==> src/macp_pkg.sv <==
// Constants shared by the command-line parser and its receive queue.
// Assumes a byte-wide receive stream from a UART already framed on core_clk_i.
package macp_pkg;
  localparam logic [7:0] CH_CR = 8'h0D;
  localparam logic [7:0] CH_LF = 8'h0A;
  localparam logic [7:0] CH_BS = 8'h08;
  localparam logic [7:0] CH_ESC = 8'h1B;
  localparam logic [7:0] CH_RESET = 8'h03;
  localparam logic [7:0] CH_NAME = 8'h0E;
  localparam logic [7:0] CH_MULTI = 8'h10;
  localparam logic [7:0] CH_SPACE = 8'h20;
  localparam logic [7:0] CH_COMMA = 8'h2C;
  localparam logic [7:0] CH_CONFIRM = 8'h79;
  localparam logic [7:0] CH_PROMPT = 8'h3F;
  localparam logic [9:0] PROG_PAGE0_LAST = 10'h0BF;
  localparam logic [9:0] AUTO_START = 10'h0C0;
  localparam logic [9:0] PARAM_FIRST = 10'h0C8;
  localparam logic [9:0] PARAM_LAST = 10'h0FF;
  localparam logic [9:0] PROG_LAST = 10'h3FF;
  localparam logic [2:0] MOTION_SIZE = 3'h5;
  localparam logic [2:0] OTHER_SIZE = 3'h3;
  localparam int LINE_DEPTH = 32;
  localparam int QUEUE_DEPTH = 16;
  typedef enum logic [2:0] {
    ST_IDLE = 3'b000,
    ST_LINE = 3'b001,
    ST_ECHO = 3'b011,
    ST_SKIP = 3'b010,
    ST_NAME_CHAR = 3'b110,
    ST_NAME_OK = 3'b111,
    ST_LNUM = 3'b101
  } macp_state_t;
endpackage

==> src/macp_parser.sv <==
// Command-line parser: queues characters, edits and filters lines, echoes whole
// lines and hands finished lines to the command engine.
// Assumes a byte stream from a UART on core_clk_i and an engine that takes a
// line on a one-cycle strobe while reading it from line_char_o by index.
// Behaviour
// - One command per line; echo the whole line only after its terminator.
// - In program entry, backspace or illegal character clears line, resends line number.
// - Lines end with carriage return; interpretation starts only then.
// - Command letter may touch its first value; later values need separators.
// - First program page spans locations zero through 191.
// - Motion commands take five locations, others about three.
// - Locations 200 to 255 hold parameters only, changed by dedicated commands.
// - Automatic program mode starts at 192, which holds a branch.
// - Naming control prompts for one letter, committed after lowercase y; the code sends no prompt character.
// - Naming works only in single-axis immediate mode.
// - In multi-axis mode each command is prefixed by the axis name.
// - Reset and escape act as broadcasts without a name prefix.
// - In multi-axis mode listen for own name, buffer, interpret, echo.
// - Code 10 hex enters multi-axis mode at once, silently.
// - Characters go through a buffered queue; stepping may stall processing.
// - Store with argument one copies the program into non-volatile memory.
// - Parameter listing reports the stored axis name.
// - The terminator is hex 0D.
// - Escape discards a partially typed line.
`timescale 1ns/1ps
module macp_parser #(
  parameter int LINE_DEPTH = macp_pkg::LINE_DEPTH,
  parameter int QUEUE_DEPTH = macp_pkg::QUEUE_DEPTH
) (
  input wire logic core_clk_i,
  input wire logic rst_n_i,
  input wire logic rx_valid_i,
  input wire logic [7:0] rx_data_i,
  output logic rx_ready_o,
  input wire logic stepping_busy_i,
  output logic tx_valid_o,
  output logic [7:0] tx_data_o,
  input wire logic tx_ready_i,
  input wire logic prog_entry_i,
  input wire logic program_mode_i,
  input wire logic [9:0] prog_line_i,
  output logic line_done_o,
  output logic [5:0] line_len_o,
  input wire logic [4:0] line_idx_i,
  output logic [7:0] line_char_o,
  output logic multi_axis_o,
  output logic [7:0] axis_name_o,
  output logic reset_cmd_o,
  output logic escape_cmd_o,
  output logic store_program_nonvolatile_o,
  output logic [2:0] cmd_size_o,
  output logic addr_fault_o
);
  // ==========================================================
  // Reset release and receive queue
  logic rst_s1_q;
  logic rst_q;
  logic q_valid;
  logic [7:0] q_data;
  logic take;

  always_ff @(posedge core_clk_i or negedge rst_n_i) begin
    if (!rst_n_i) begin
      rst_s1_q <= 1'b0;
      rst_q <= 1'b0;
    end else begin
      rst_s1_q <= 1'b1;
      rst_q <= rst_s1_q;
    end
  end

  macp_rx_queue #(.WIDTH(8), .DEPTH(QUEUE_DEPTH)) u_queue (
    .core_clk_i(core_clk_i),
    .rst_n_i(rst_q),
    .in_valid_i(rx_valid_i),
    .in_data_i(rx_data_i),
    .in_ready_o(rx_ready_o),
    .out_valid_o(q_valid),
    .out_ready_i(take),
    .out_data_o(q_data)
  );

  // ==========================================================
  // Line state
  macp_pkg::macp_state_t state_q;
  logic [7:0] line_q [LINE_DEPTH];
  logic [5:0] len_q;
  logic [5:0] echo_q;
  logic echo_tail_q;
  logic [1:0] lnum_q;
  logic [7:0] name_cand_q;
  logic [7:0] ch;
  logic is_letter;
  logic is_legal;
  logic busy;
  logic send_ok;
  logic [7:0] lnum_char;

  assign ch = q_data;
  assign is_letter = (ch >= 8'h41 && ch <= 8'h5A) || (ch >= 8'h61 && ch <= 8'h7A);
  // Digits, signs, letters and separators may appear in a command line.
  assign is_legal = (ch >= 8'h20 && ch <= 8'h7E);
  assign busy = (state_q == macp_pkg::ST_ECHO) || (state_q == macp_pkg::ST_LNUM);
  assign send_ok = tx_ready_i;
  // Stepping has priority, so characters wait in the queue while it runs.
  assign take = q_valid && !busy && !stepping_busy_i;

  always_comb begin
    lnum_char = 8'h30;
    case (lnum_q)
      2'h2: lnum_char = 8'h30 + 8'(prog_line_i / 100);
      2'h1: lnum_char = 8'h30 + 8'((prog_line_i / 10) % 10);
      default: lnum_char = 8'h30 + 8'(prog_line_i % 10);
    endcase
  end

  always_ff @(posedge core_clk_i or negedge rst_q) begin
    if (!rst_q) begin
      state_q <= macp_pkg::ST_IDLE;
      len_q <= 6'h00;
      echo_q <= 6'h00;
      echo_tail_q <= 1'b0;
      lnum_q <= 2'h0;
    end else begin
      case (state_q)
        macp_pkg::ST_IDLE, macp_pkg::ST_LINE: begin
          if (take) begin
            if (ch == macp_pkg::CH_ESC || ch == macp_pkg::CH_RESET) begin
              state_q <= macp_pkg::ST_IDLE;
              len_q <= 6'h00;
            end else if (ch == macp_pkg::CH_MULTI) begin
              state_q <= state_q;
            end else if (ch == macp_pkg::CH_NAME) begin
              if (!multi_axis_o && !program_mode_i && !prog_entry_i &&
                  state_q == macp_pkg::ST_IDLE) begin
                state_q <= macp_pkg::ST_NAME_CHAR;
              end
            end else if (multi_axis_o && state_q == macp_pkg::ST_IDLE) begin
              // The first character addresses the line.
              if (ch == axis_name_o) begin
                state_q <= macp_pkg::ST_LINE;
              end else if (ch != macp_pkg::CH_CR) begin
                state_q <= macp_pkg::ST_SKIP;
              end
            end else if (ch == macp_pkg::CH_CR) begin
              state_q <= macp_pkg::ST_ECHO;
              echo_q <= 6'h00;
              echo_tail_q <= 1'b0;
            end else if (prog_entry_i && (ch == macp_pkg::CH_BS || !is_legal)) begin
              len_q <= 6'h00;
              lnum_q <= 2'h2;
              state_q <= macp_pkg::ST_LNUM;
            end else if (ch == macp_pkg::CH_BS) begin
              len_q <= 6'h00;
              state_q <= multi_axis_o ? macp_pkg::ST_LINE : macp_pkg::ST_IDLE;
            end else if (is_legal && len_q < 6'(LINE_DEPTH)) begin
              len_q <= len_q + 6'h01;
              state_q <= macp_pkg::ST_LINE;
            end
          end
        end
        macp_pkg::ST_SKIP: begin
          if (take && (ch == macp_pkg::CH_CR || ch == macp_pkg::CH_ESC ||
                       ch == macp_pkg::CH_RESET)) begin
            state_q <= macp_pkg::ST_IDLE;
          end
        end
        macp_pkg::ST_ECHO: begin
          // Whole line, then CR LF, sent only after the terminator.
          if (send_ok) begin
            if (echo_q < len_q) begin
              echo_q <= echo_q + 6'h01;
            end else if (!echo_tail_q) begin
              echo_tail_q <= 1'b1;
            end else begin
              state_q <= macp_pkg::ST_IDLE;
              len_q <= 6'h00;
            end
          end
        end
        macp_pkg::ST_LNUM: begin
          if (send_ok) begin
            if (lnum_q == 2'h0) begin
              state_q <= macp_pkg::ST_IDLE;
            end else begin
              lnum_q <= lnum_q - 2'h1;
            end
          end
        end
        macp_pkg::ST_NAME_CHAR: begin
          if (take) begin
            state_q <= is_letter ? macp_pkg::ST_NAME_OK : macp_pkg::ST_IDLE;
          end
        end
        macp_pkg::ST_NAME_OK: begin
          if (take) begin
            state_q <= macp_pkg::ST_IDLE;
          end
        end
        default: state_q <= macp_pkg::ST_IDLE;
      endcase
    end
  end

  always_ff @(posedge core_clk_i) begin
    if (take && (state_q == macp_pkg::ST_IDLE || state_q == macp_pkg::ST_LINE) &&
        is_legal && len_q < 6'(LINE_DEPTH) &&
        !(multi_axis_o && state_q == macp_pkg::ST_IDLE)) begin
      line_q[len_q[4:0]] <= ch;
    end
  end

  // ==========================================================
  // Axis name and mode
  always_ff @(posedge core_clk_i or negedge rst_q) begin
    if (!rst_q) begin
      name_cand_q <= 8'h00;
      axis_name_o <= 8'h41;
    end else if (take && state_q == macp_pkg::ST_NAME_CHAR) begin
      name_cand_q <= ch;
    end else if (take && state_q == macp_pkg::ST_NAME_OK && ch == macp_pkg::CH_CONFIRM) begin
      axis_name_o <= name_cand_q;
    end
  end

  always_ff @(posedge core_clk_i or negedge rst_q) begin
    if (!rst_q) begin
      multi_axis_o <= 1'b0;
    end else if (take && ch == macp_pkg::CH_MULTI) begin
      multi_axis_o <= 1'b1;
    end else if (take && ch == macp_pkg::CH_RESET) begin
      multi_axis_o <= 1'b0;
    end
  end

  always_ff @(posedge core_clk_i or negedge rst_q) begin
    if (!rst_q) begin
      reset_cmd_o <= 1'b0;
      escape_cmd_o <= 1'b0;
    end else begin
      reset_cmd_o <= take && ch == macp_pkg::CH_RESET;
      escape_cmd_o <= take && ch == macp_pkg::CH_ESC;
    end
  end

  // ==========================================================
  // Transmit and hand-over
  always_comb begin
    tx_valid_o = 1'b0;
    tx_data_o = 8'h00;
    if (state_q == macp_pkg::ST_ECHO) begin
      tx_valid_o = 1'b1;
      if (echo_q < len_q) begin
        tx_data_o = line_q[echo_q[4:0]];
      end else begin
        tx_data_o = echo_tail_q ? macp_pkg::CH_LF : macp_pkg::CH_CR;
      end
    end else if (state_q == macp_pkg::ST_LNUM) begin
      tx_valid_o = 1'b1;
      tx_data_o = lnum_char;
    end
  end

  logic [7:0] first_ch;
  logic [7:0] arg_ch;
  logic is_motion;
  assign first_ch = line_q[0];
  // The value may touch the command letter or follow a single space.
  assign arg_ch = (line_q[1] == macp_pkg::CH_SPACE) ? line_q[2] : line_q[1];
  assign is_motion = first_ch == 8'h2B || first_ch == 8'h2D || first_ch == 8'h52 ||
                     first_ch == 8'h4D;
  assign line_char_o = line_q[line_idx_i];
  assign line_len_o = len_q;

  logic [2:0] size_now;
  logic [10:0] last_loc;
  logic vector_ok;
  assign size_now = is_motion ? macp_pkg::MOTION_SIZE : macp_pkg::OTHER_SIZE;
  assign last_loc = {1'b0, prog_line_i} + 11'(size_now) - 11'h001;
  // Location 192 may hold only the branch vector, and it must end below the parameters.
  assign vector_ok = prog_line_i == macp_pkg::AUTO_START && first_ch == 8'h47 &&
                     last_loc < 11'(macp_pkg::PARAM_FIRST);

  always_ff @(posedge core_clk_i or negedge rst_q) begin
    if (!rst_q) begin
      line_done_o <= 1'b0;
      store_program_nonvolatile_o <= 1'b0;
      cmd_size_o <= 3'h0;
      addr_fault_o <= 1'b0;
    end else begin
      line_done_o <= take && ch == macp_pkg::CH_CR &&
                     (state_q == macp_pkg::ST_LINE ||
                      (state_q == macp_pkg::ST_IDLE && !multi_axis_o));
      store_program_nonvolatile_o <= take && ch == macp_pkg::CH_CR &&
                                     state_q == macp_pkg::ST_LINE && first_ch == 8'h53 &&
                                     arg_ch == 8'h31 && len_q <= 6'h03;
      if (take && ch == macp_pkg::CH_CR && prog_entry_i) begin
        cmd_size_o <= size_now;
        // Code may not leave the first page, use 192 to 255 except for the vector at 192, or pass the last location.
        addr_fault_o <= (prog_line_i <= macp_pkg::PROG_PAGE0_LAST &&
                         last_loc > 11'(macp_pkg::PROG_PAGE0_LAST)) ||
                        (prog_line_i >= macp_pkg::AUTO_START &&
                         prog_line_i <= macp_pkg::PARAM_LAST && !vector_ok) ||
                        last_loc > 11'(macp_pkg::PROG_LAST);
      end
    end
  end

  // ==========================================================
  // Checks
  escape_clear_a: assert property (@(posedge core_clk_i) disable iff (!rst_q)
    take && ch == macp_pkg::CH_ESC |=> state_q == macp_pkg::ST_IDLE && len_q == 6'h00)
    else $error("escape did not clear the line");
  multi_enter_a: assert property (@(posedge core_clk_i) disable iff (!rst_q)
    take && ch == macp_pkg::CH_MULTI |=> multi_axis_o && !tx_valid_o)
    else $error("multi-axis entry failed");
  no_early_echo_a: assert property (@(posedge core_clk_i) disable iff (!rst_q)
    state_q == macp_pkg::ST_LINE |-> !tx_valid_o)
    else $error("echo before terminator");
  cr_echo_a: assert property (@(posedge core_clk_i) disable iff (!rst_q)
    take && ch == macp_pkg::CH_CR && state_q == macp_pkg::ST_LINE |=>
    state_q == macp_pkg::ST_ECHO && line_done_o)
    else $error("terminator did not start interpretation");
  foreign_skip_a: assert property (@(posedge core_clk_i) disable iff (!rst_q)
    state_q == macp_pkg::ST_SKIP |-> !tx_valid_o && !line_done_o)
    else $error("foreign line acted on");
  name_mode_a: assert property (@(posedge core_clk_i) disable iff (!rst_q)
    multi_axis_o |-> $stable(axis_name_o))
    else $error("name changed in multi-axis mode");
  bs_lnum_a: assert property (@(posedge core_clk_i) disable iff (!rst_q)
    take && prog_entry_i && ch == macp_pkg::CH_BS && state_q == macp_pkg::ST_LINE |=>
    state_q == macp_pkg::ST_LNUM && len_q == 6'h00)
    else $error("backspace did not reset line");
  bcast_reset_a: assert property (@(posedge core_clk_i) disable iff (!rst_q)
    take && ch == macp_pkg::CH_RESET |=> reset_cmd_o)
    else $error("reset broadcast missed");
endmodule

==> src/macp_rx_queue.sv <==
// Receive queue between the UART and the parser.
// Assumes the reader stalls it while motion stepping has priority.
`timescale 1ns/1ps
module macp_rx_queue #(
  parameter int WIDTH = 8,
  parameter int DEPTH = 16
) (
  input wire logic core_clk_i,
  input wire logic rst_n_i,
  input wire logic in_valid_i,
  input wire logic [WIDTH-1:0] in_data_i,
  output logic in_ready_o,
  output logic out_valid_o,
  input wire logic out_ready_i,
  output logic [WIDTH-1:0] out_data_o
);
  localparam int AW = $clog2(DEPTH);
  logic [WIDTH-1:0] mem_q [DEPTH];
  logic [AW:0] wr_q;
  logic [AW:0] rd_q;
  logic push;
  logic pop;

  assign in_ready_o = (wr_q - rd_q) != (AW+1)'(DEPTH);
  assign out_valid_o = wr_q != rd_q;
  assign push = in_valid_i && in_ready_o;
  assign pop = out_valid_o && out_ready_i;
  assign out_data_o = mem_q[rd_q[AW-1:0]];

  always_ff @(posedge core_clk_i or negedge rst_n_i) begin
    if (!rst_n_i) begin
      wr_q <= '0;
    end else if (push) begin
      wr_q <= wr_q + 1'b1;
    end
  end

  always_ff @(posedge core_clk_i or negedge rst_n_i) begin
    if (!rst_n_i) begin
      rd_q <= '0;
    end else if (pop) begin
      rd_q <= rd_q + 1'b1;
    end
  end

  always_ff @(posedge core_clk_i) begin
    if (push) begin
      mem_q[wr_q[AW-1:0]] <= in_data_i;
    end
  end
endmodule

==> config.mk <==
export PLATFORM = sky130hd
export DESIGN_NAME = macp_parser
export DESIGN_NICKNAME = d
export VERILOG_FILES = /design/src/macp_pkg.sv /design/src/macp_parser.sv /design/src/macp_rx_queue.sv
export SDC_FILE = /design/constraint.sdc
export NUM_CORES = 1
export LEC_CHECK = 0
export BUFFER_PORTS_ARGS = -buffer_cell sky130_fd_sc_hd__buf_2
export CORE_UTILIZATION = 35
export DETAILED_ROUTE_END_ITERATION = 16
export GPL_TIMING_DRIVEN = 0
export REMOVE_ABC_BUFFERS = 1
export SLEW_MARGIN = 20
export SYNTH_ARGS = -nofsm -noshare
export SYNTH_HDL_FRONTEND = slang
export SYNTH_SLANG_ARGS = --single-unit
==> constraint.sdc <==
create_clock -name core_clk_i -period 7.4 [get_ports core_clk_i]
set_input_delay 0 -clock core_clk_i [delete_from_list [all_inputs] [get_ports core_clk_i]]
set_output_delay 0 -clock core_clk_i [all_outputs]
set_load 0.02 [all_outputs]
==> impl_metrics.ini, run 1 <==
[status]
status = completed

[logic_synthesis]
synth_adder_area_share = 0.0201
synth_area_per_cell_um2 = 15.0
synth_xor_area_frac = 0.0202
yosys-top-cells-count = 384 x edfxtp_1, 200 x mux4_2, 109 x nor2_1
synth-simple-area-share = 0.0869
muxShareOfSynthArea = 0.214
synth_top_area_frac = 0.502
yosys-top-cells-area = edfxtp_1 50%, mux4_2 20%, dfrtp_1 5.8%
syn_area_um2 = 23000
synthArstFlopShare = 0.125
synth-main-ff-cell = edfxtp_1
ys_types = 96
yosysMostFrequentCell = edfxtp_1
synth_top_family_by_area = multiplexers
ys_warn_count = 0
ys_seq_area_frac = 0.562
syn_inst = 1529
ys_ff_latch = 439
synth_edf_count = 384
synth_top_area_cell = edfxtp_1
synth_compound_area_frac = 0.0745

[timing]
worst_slew_pin_slew_ns = 1.11
fmax_ghz = 0.141
setup_violations = 0
drv_slew = 0
slew_headroom = 0.263
period_minus_slack_ns = 7.11
setup_ws_ns = 0.292
hold_viol_final = 0
fin_crit_sh = 0.960
skew_ns = 0.0250

[place]
globalplace.congestion = 0.866
port_buffers = 70
dp_slack_ns = -1.21
post-dp-hpwl_um = 40400
dp_cells = 2381
place_area_um2 = 24200

[clock_network]
root_buffer = clkbuf_16
cts_tree = built
numCtsBuffers = 46
clkTransAtPathRegs_ns = 0.06
cts.path.max_buffers = 3
clock_latency_ns = 0.58
numClockSinks = 439
h-tree-depth = 2

[hold_path]
hold_path.class = input pin to flip-flop
hold-path-endpoint = addr_fault_o
hp-start = prog_line_i[8]
holdPathStages = 4

[grt]
grt_overflow_total = 0
grt_pass1_vias = 14300
grt_first_pass_wirelength_um = 89700
grt_usage = 0.177
grt_max_degree = 52
antenna_found_initial = 1

[power]
p_leak_nw = 8.67
peakVddDrop_v = 0.000248
p_per_area_nw_per_um2 = 353

[critical_path]
crit_family = compound AO/OA/AOI/OAI gates
r2r_start = u_queue.rd_q[0]
crit_fanout = 20
worstSetupStartpointType = input pin
slowest_stage = or3b_4
critPathCaptureType = primary output
ff2ff_setup_slack_ns = 1.96
cp-startpoint = prog_line_i[7]
worstSetupPathType = input pin to primary output
cp.required_ns = 7.40
crit_arrival_ns = 7.11
r2r-end = echo_q[3]
max_stage_delay_ns = 0.42
rr_worst_depth = 13
cp.buffers_inverters = 5

[detailed_routing]
drc = 0
drtPass1Iterations = 5
ant_nets = 0
drt-total-wl_um = 59000
wl_per_cell_um = 23.6
avgViaCountPerCell = 5.74
vias = 14300
drt_iter0_drc = 1373

[floorplanning]
die_area_um2 = 66700
row_count = 93
core_area_um2 = 64700
start_util = 0.355
die_w_um = 258
ioPinCount = 71
dieHeight_um = 258

[finish]
stdcell_count = 2500
area_growth_pct = 14.7
utilization = 0.408
design_area_um2 = 26400
antenna_cells = 0
drive_above_1_share = 0.291
final_nets = 1677

[job]
drv_cap = 0
report_power, final:
group | switching [mW] | total, mW | leakage, nW | internal (mW)
clock network | 0.969 | 2.37 | 0.746 | 1.40
registers | 0.263 | 3.62 | 4.16 | 3.35
logic | 2.08 | 3.33 | 3.77 | 1.26
logic make-up after synthesis:
| logic type | Yosys count |
|---|---|
| adder cells (fa/ha/maj) | 37 |
| other | 1 |
| AO/OA/AOI/OAI | 251 |
| AND/OR/NAND/NOR | 395 |
| flip-flops | 439 |
| buffers and inverters | 118 |
| XOR/XNOR | 50 |
| multiplexers | 238 |
through the flow:
step	setup TNS (ns)	hold slack [ns]	power [mW]
6_report	0	0.00221	9.32
5_1_grt	-0.173	0.0330	9.76
4_1_cts	0	0.0215	9.34
3_5_place_dp	-3.91	-0.210	6.92
3_3_place_gp	-3.70	-0.215	6.84
2_1_floorplan	0	-0.296	5.74
tightest hold or removal path: stages:
cell,delay (ns)
buf_4,0.18
nor2_1,0.14
a22oi_1,0.08
o21ai_0,0.13
area by class of cell:
type	count	area [µm²]
well taps	855	1070
repair buffers	115	867
clock buffers	52	1230
clock inverters	28	314
flip-flops and latches	439	12900
multi-input cells	973	9810
fillers	5911	38300
inverters	38	156
what timing repair did:
item | 4_1_cts | 5_1_grt
endpoints found under the hold margin | 145 | 0
cloned | 0 | 2
hold buffers | 15 | 0
setup endpoints to repair | 5 | 3
gates resized for setup | 26 | 32
pin swaps | 6 | 16
setup buffers | 5 | 17
per-layer routing:
metal | vias up | GRT usage | wire [µm]
met5 | - | 0 | 17
met4 | 2 | 0.0417 | 1020
met3 | 70 | 0.0263 | 3480
met2 | 457 | 0.291 | 28800
met1 | 7494 | 0.249 | 25700
li1 | 6318 | - | -
worst max path at each step:
stage | depth (start not counted) | slack [ns] | endpoint
final | 37 | 0.29 | tx_data_o[5]
after global routing | 37 | -0.08 | tx_data_o[5]
after CTS | 36 | 0.02 | tx_data_o[5]
after detailed placement | 33 | -1.21 | tx_data_o[5]
after global placement | 36 | -1.16 | tx_data_o[5]
after floorplan | 33 | 0.42 | tx_data_o[5]
registers in the layout (all words and copies together) (netlist names), 2 cells and up:
| signal | flops |
|---|---|
| u_queue.mem_q | 128 |
| line_len_o | 6 |
| name_cand_q | 8 |
| u_queue.wr_q | 5 |
| echo_q | 6 |
| line_q | 256 |
| state_q | 3 |
| axis_name_o | 8 |
| u_queue.rd_q | 5 |
| cmd_size_o | 3 |
| lnum_q | 2 |
placed cells by master (no fill, tap or decap), types with 11 or more instances in the layout:
cell and n:
a21oi_1 59, a31oi_1 12, and2_1 27, buf_2 65
buf_4 24, clkbuf_16 48, dfrtp_1 47, dlygate4sd3_1 15
edfxtp_1 384, ha_1 31, inv_1 30, mux2_2 26
mux2i_1 11, mux4_2 200, nand2_1 90, nand2b_1 13
nand3_1 23, nand4_1 13, nor2_1 109, nor3_1 25
nor4_1 12, o21a_1 12, o21ai_0 60, o22ai_1 12
xnor2_1 40
Power figures use the tool's default switching activity.
==> inputs of run 2 (changes only) <==
- CORE_UTILIZATION: 35 -> 55
- PLACE_DENSITY: not set -> 0.72
- SYNTH_HIERARCHICAL: not set -> 1
==> impl_metrics.ini, run 2 <==
[status]
status = completed

[logic_synthesis]
ys_seq_area_frac = 0.548
syn_area_um2 = 23600
synth_top_area_frac = 0.490
syn_inst = 1596
yosys-top-cells-area = edfxtp_1 49%, mux4_2 19%, dfrtp_1 5.6%
ys_ff_latch = 439
synth-main-ff-cell = edfxtp_1
synth_top_area_cell = edfxtp_1
yosysMostFrequentCell = edfxtp_1
synthArstFlopShare = 0.125
synth_edf_count = 384
ys_warn_count = 6
synth_area_per_cell_um2 = 14.8
yosys-top-cells-count = 384 x edfxtp_1, 200 x mux4_2, 111 x nor2_1
ys_types = 111

[timing]
skew_ns = 0.0211
period_minus_slack_ns = 7.02
setup_violations = 0
fin_crit_sh = 0.948
hold_viol_final = 0
slew_headroom = 0.259
drv_slew = 0
fmax_ghz = 0.143
rsz0062_at_grt = false
worst_slew_pin_slew_ns = 1.11
setup_ws_ns = 0.385

[clock_network]
numClockSinks = 439
cts.path.max_buffers = 3
numCtsBuffers = 45
h-tree-depth = 2
clock_latency_ns = 0.58
clkTransAtPathRegs_ns = 0.05
cts_tree = built
root_buffer = clkbuf_16

[finish]
area_growth_pct = 12.3
drive_above_1_share = 0.294
utilization = 0.628
antenna_cells = 0
most-common-layout-cells = 384 x edfxtp_1, 200 x mux4_2, 110 x nor2_1, 84 x nand2_1, 67 x buf_2
largest_reg_flops = 256
final_common_cell = edfxtp_1
final_nets = 1729

[detailed_routing]
avgViaCountPerCell = 6.79
drt-total-wl_um = 59200
drc = 0
ant_nets = 0
drtPass1Iterations = 5
wl_per_cell_um = 26.4
drt_iter0_drc = 1755
vias = 15200

[critical_path]
crit_top_cell = ha_4
crit_fanout = 18
r2r-end = line_q[14][7]
max_stage_delay_ns = 0.39
cp.required_ns = 7.40
cp-startpoint = prog_line_i[8]
crit_end = tx_data_o[5]
worstSetupStartpointType = input pin
worstSetupPathType = input pin to primary output
rr_worst_depth = 8
critPathCaptureType = primary output
slowest_stage = nor4_4
r2r_start = u_queue/rd_q[0]
crit_arrival_ns = 7.02
ff2ff_setup_slack_ns = 1.82

[place]
globalplace.congestion = 0.912
dp_slack_ns = -1.65
port_buffers = 70
post-dp-hpwl_um = 39400

[floorplanning]
dieHeight_um = 209
row_count = 75
start_util = 0.559
die_w_um = 209
core_area_um2 = 42100
die_area_um2 = 43700
ioPinCount = 71

[job]
drv_cap = 0

[grt]
grt_pass1_vias = 15100
grt_first_pass_wirelength_um = 91300
grt_usage = 0.277
grt_max_degree = 54
antenna_found_initial = 2
grt_overflow_total = 0

[power]
p_per_area_nw_per_um2 = 340
p_leak_nw = 8.86
peakVddDrop_v = 0.000293
p_total_mw = 9.01

[hold_path]
hp-start = prog_line_i[6]
hold_path.class = input pin to flip-flop
==> run 2: cell count changes after synthesis, moves of 8 or more <==
cell      previous run  this run
nand3_1             26        34
buf_2                3        11
xnor2_1             41        20
clkbuf_1            43        54
inv_1               31        53
a21oi_1             63        51
and2_1              27        10
nor3_1              30        41
o21ai_0             61        49
o21a_1              13         5
nand2_1             92        84
==> run 2: worst min-delay path by stage <==
stage              endpoint  slack, ns  cells past startpoint
2_1_floorplan         rst_q      -0.30                      0
3_3_place_gp       rst_s1_q      -0.21                      1
3_5_place_dp       rst_s1_q      -0.21                      1
4_1_cts        addr_fault_o       0.02                      3
6_report       addr_fault_o       0.04                      3
5_1_grt        addr_fault_o       0.07                      3
==> run 2: final cells by class <==
type / instances / area (µm²)
clock inverters: 24 / 248
repair buffers: 115 / 837
well taps: 539 / 674
fillers: 2986 / 15700
clock buffers: 57 / 1210
multi-input cells: 1007 / 10300
inverters: 57 / 218
flip-flops and latches: 439 / 12900
==> run 2: cell families (layout without fill, tap and decap cells) <==
kind of cell    after synthesis  in the layout  synth area share
xor+xnor                     35             35            0.0133
fa+ha+maj                    40             40            0.0210
other cells                   1              1          0.000159
simple gates                399            399            0.0872
flops                       439            439             0.548
buf+inv                     150            253            0.0261
compound gates              286            286            0.0912
mux                         246            246             0.213
==> run 2: per-stage QoR <==
step	area, µm²	TNS (ns)	hold slack, ns	instances
2_1_floorplan	23200	0	-0.296	1503
3_3_place_gp	24200	-6.52	-0.213	2112
3_5_place_dp	24400	-7.42	-0.211	2120
4_1_cts	26300	0	0.0224	2230
5_1_grt	26500	0	0.0727	2238
6_report	26500	0	0.0444	2238
==> run 2: metal layers <==
metal	track usage	wire length [µm]
met5	0	27
met4	0.0647	1290
met3	0.0482	5650
met2	0.451	28900
met1	0.394	23300
==> run 2: report_power, final <==
group	leakage, nW	switching, mW	internal [mW]	total (mW)
registers	4.16	0.248	3.36	3.61
clock network	0.708	0.941	1.31	2.25
logic	3.99	2.04	1.11	3.15
total	8.86	3.23	5.77	9.01
==> run 2: worst max-delay path: cells and delay by family <==
family	cells	cell delay, ns
compound gates	12	2.69
fa+ha+maj	5	1.26
buf+inv	7	0.96
mux	1	0.24
simple gates	10	1.84
==> run 2: repair_timing <==
action,in CTS,in global routing
setup endpoints to repair,7,3
buffers inserted,14,8
gates resized for setup,30,19
hold endpoints to repair,144,0
pin swaps,8,9
hold buffers,15,0
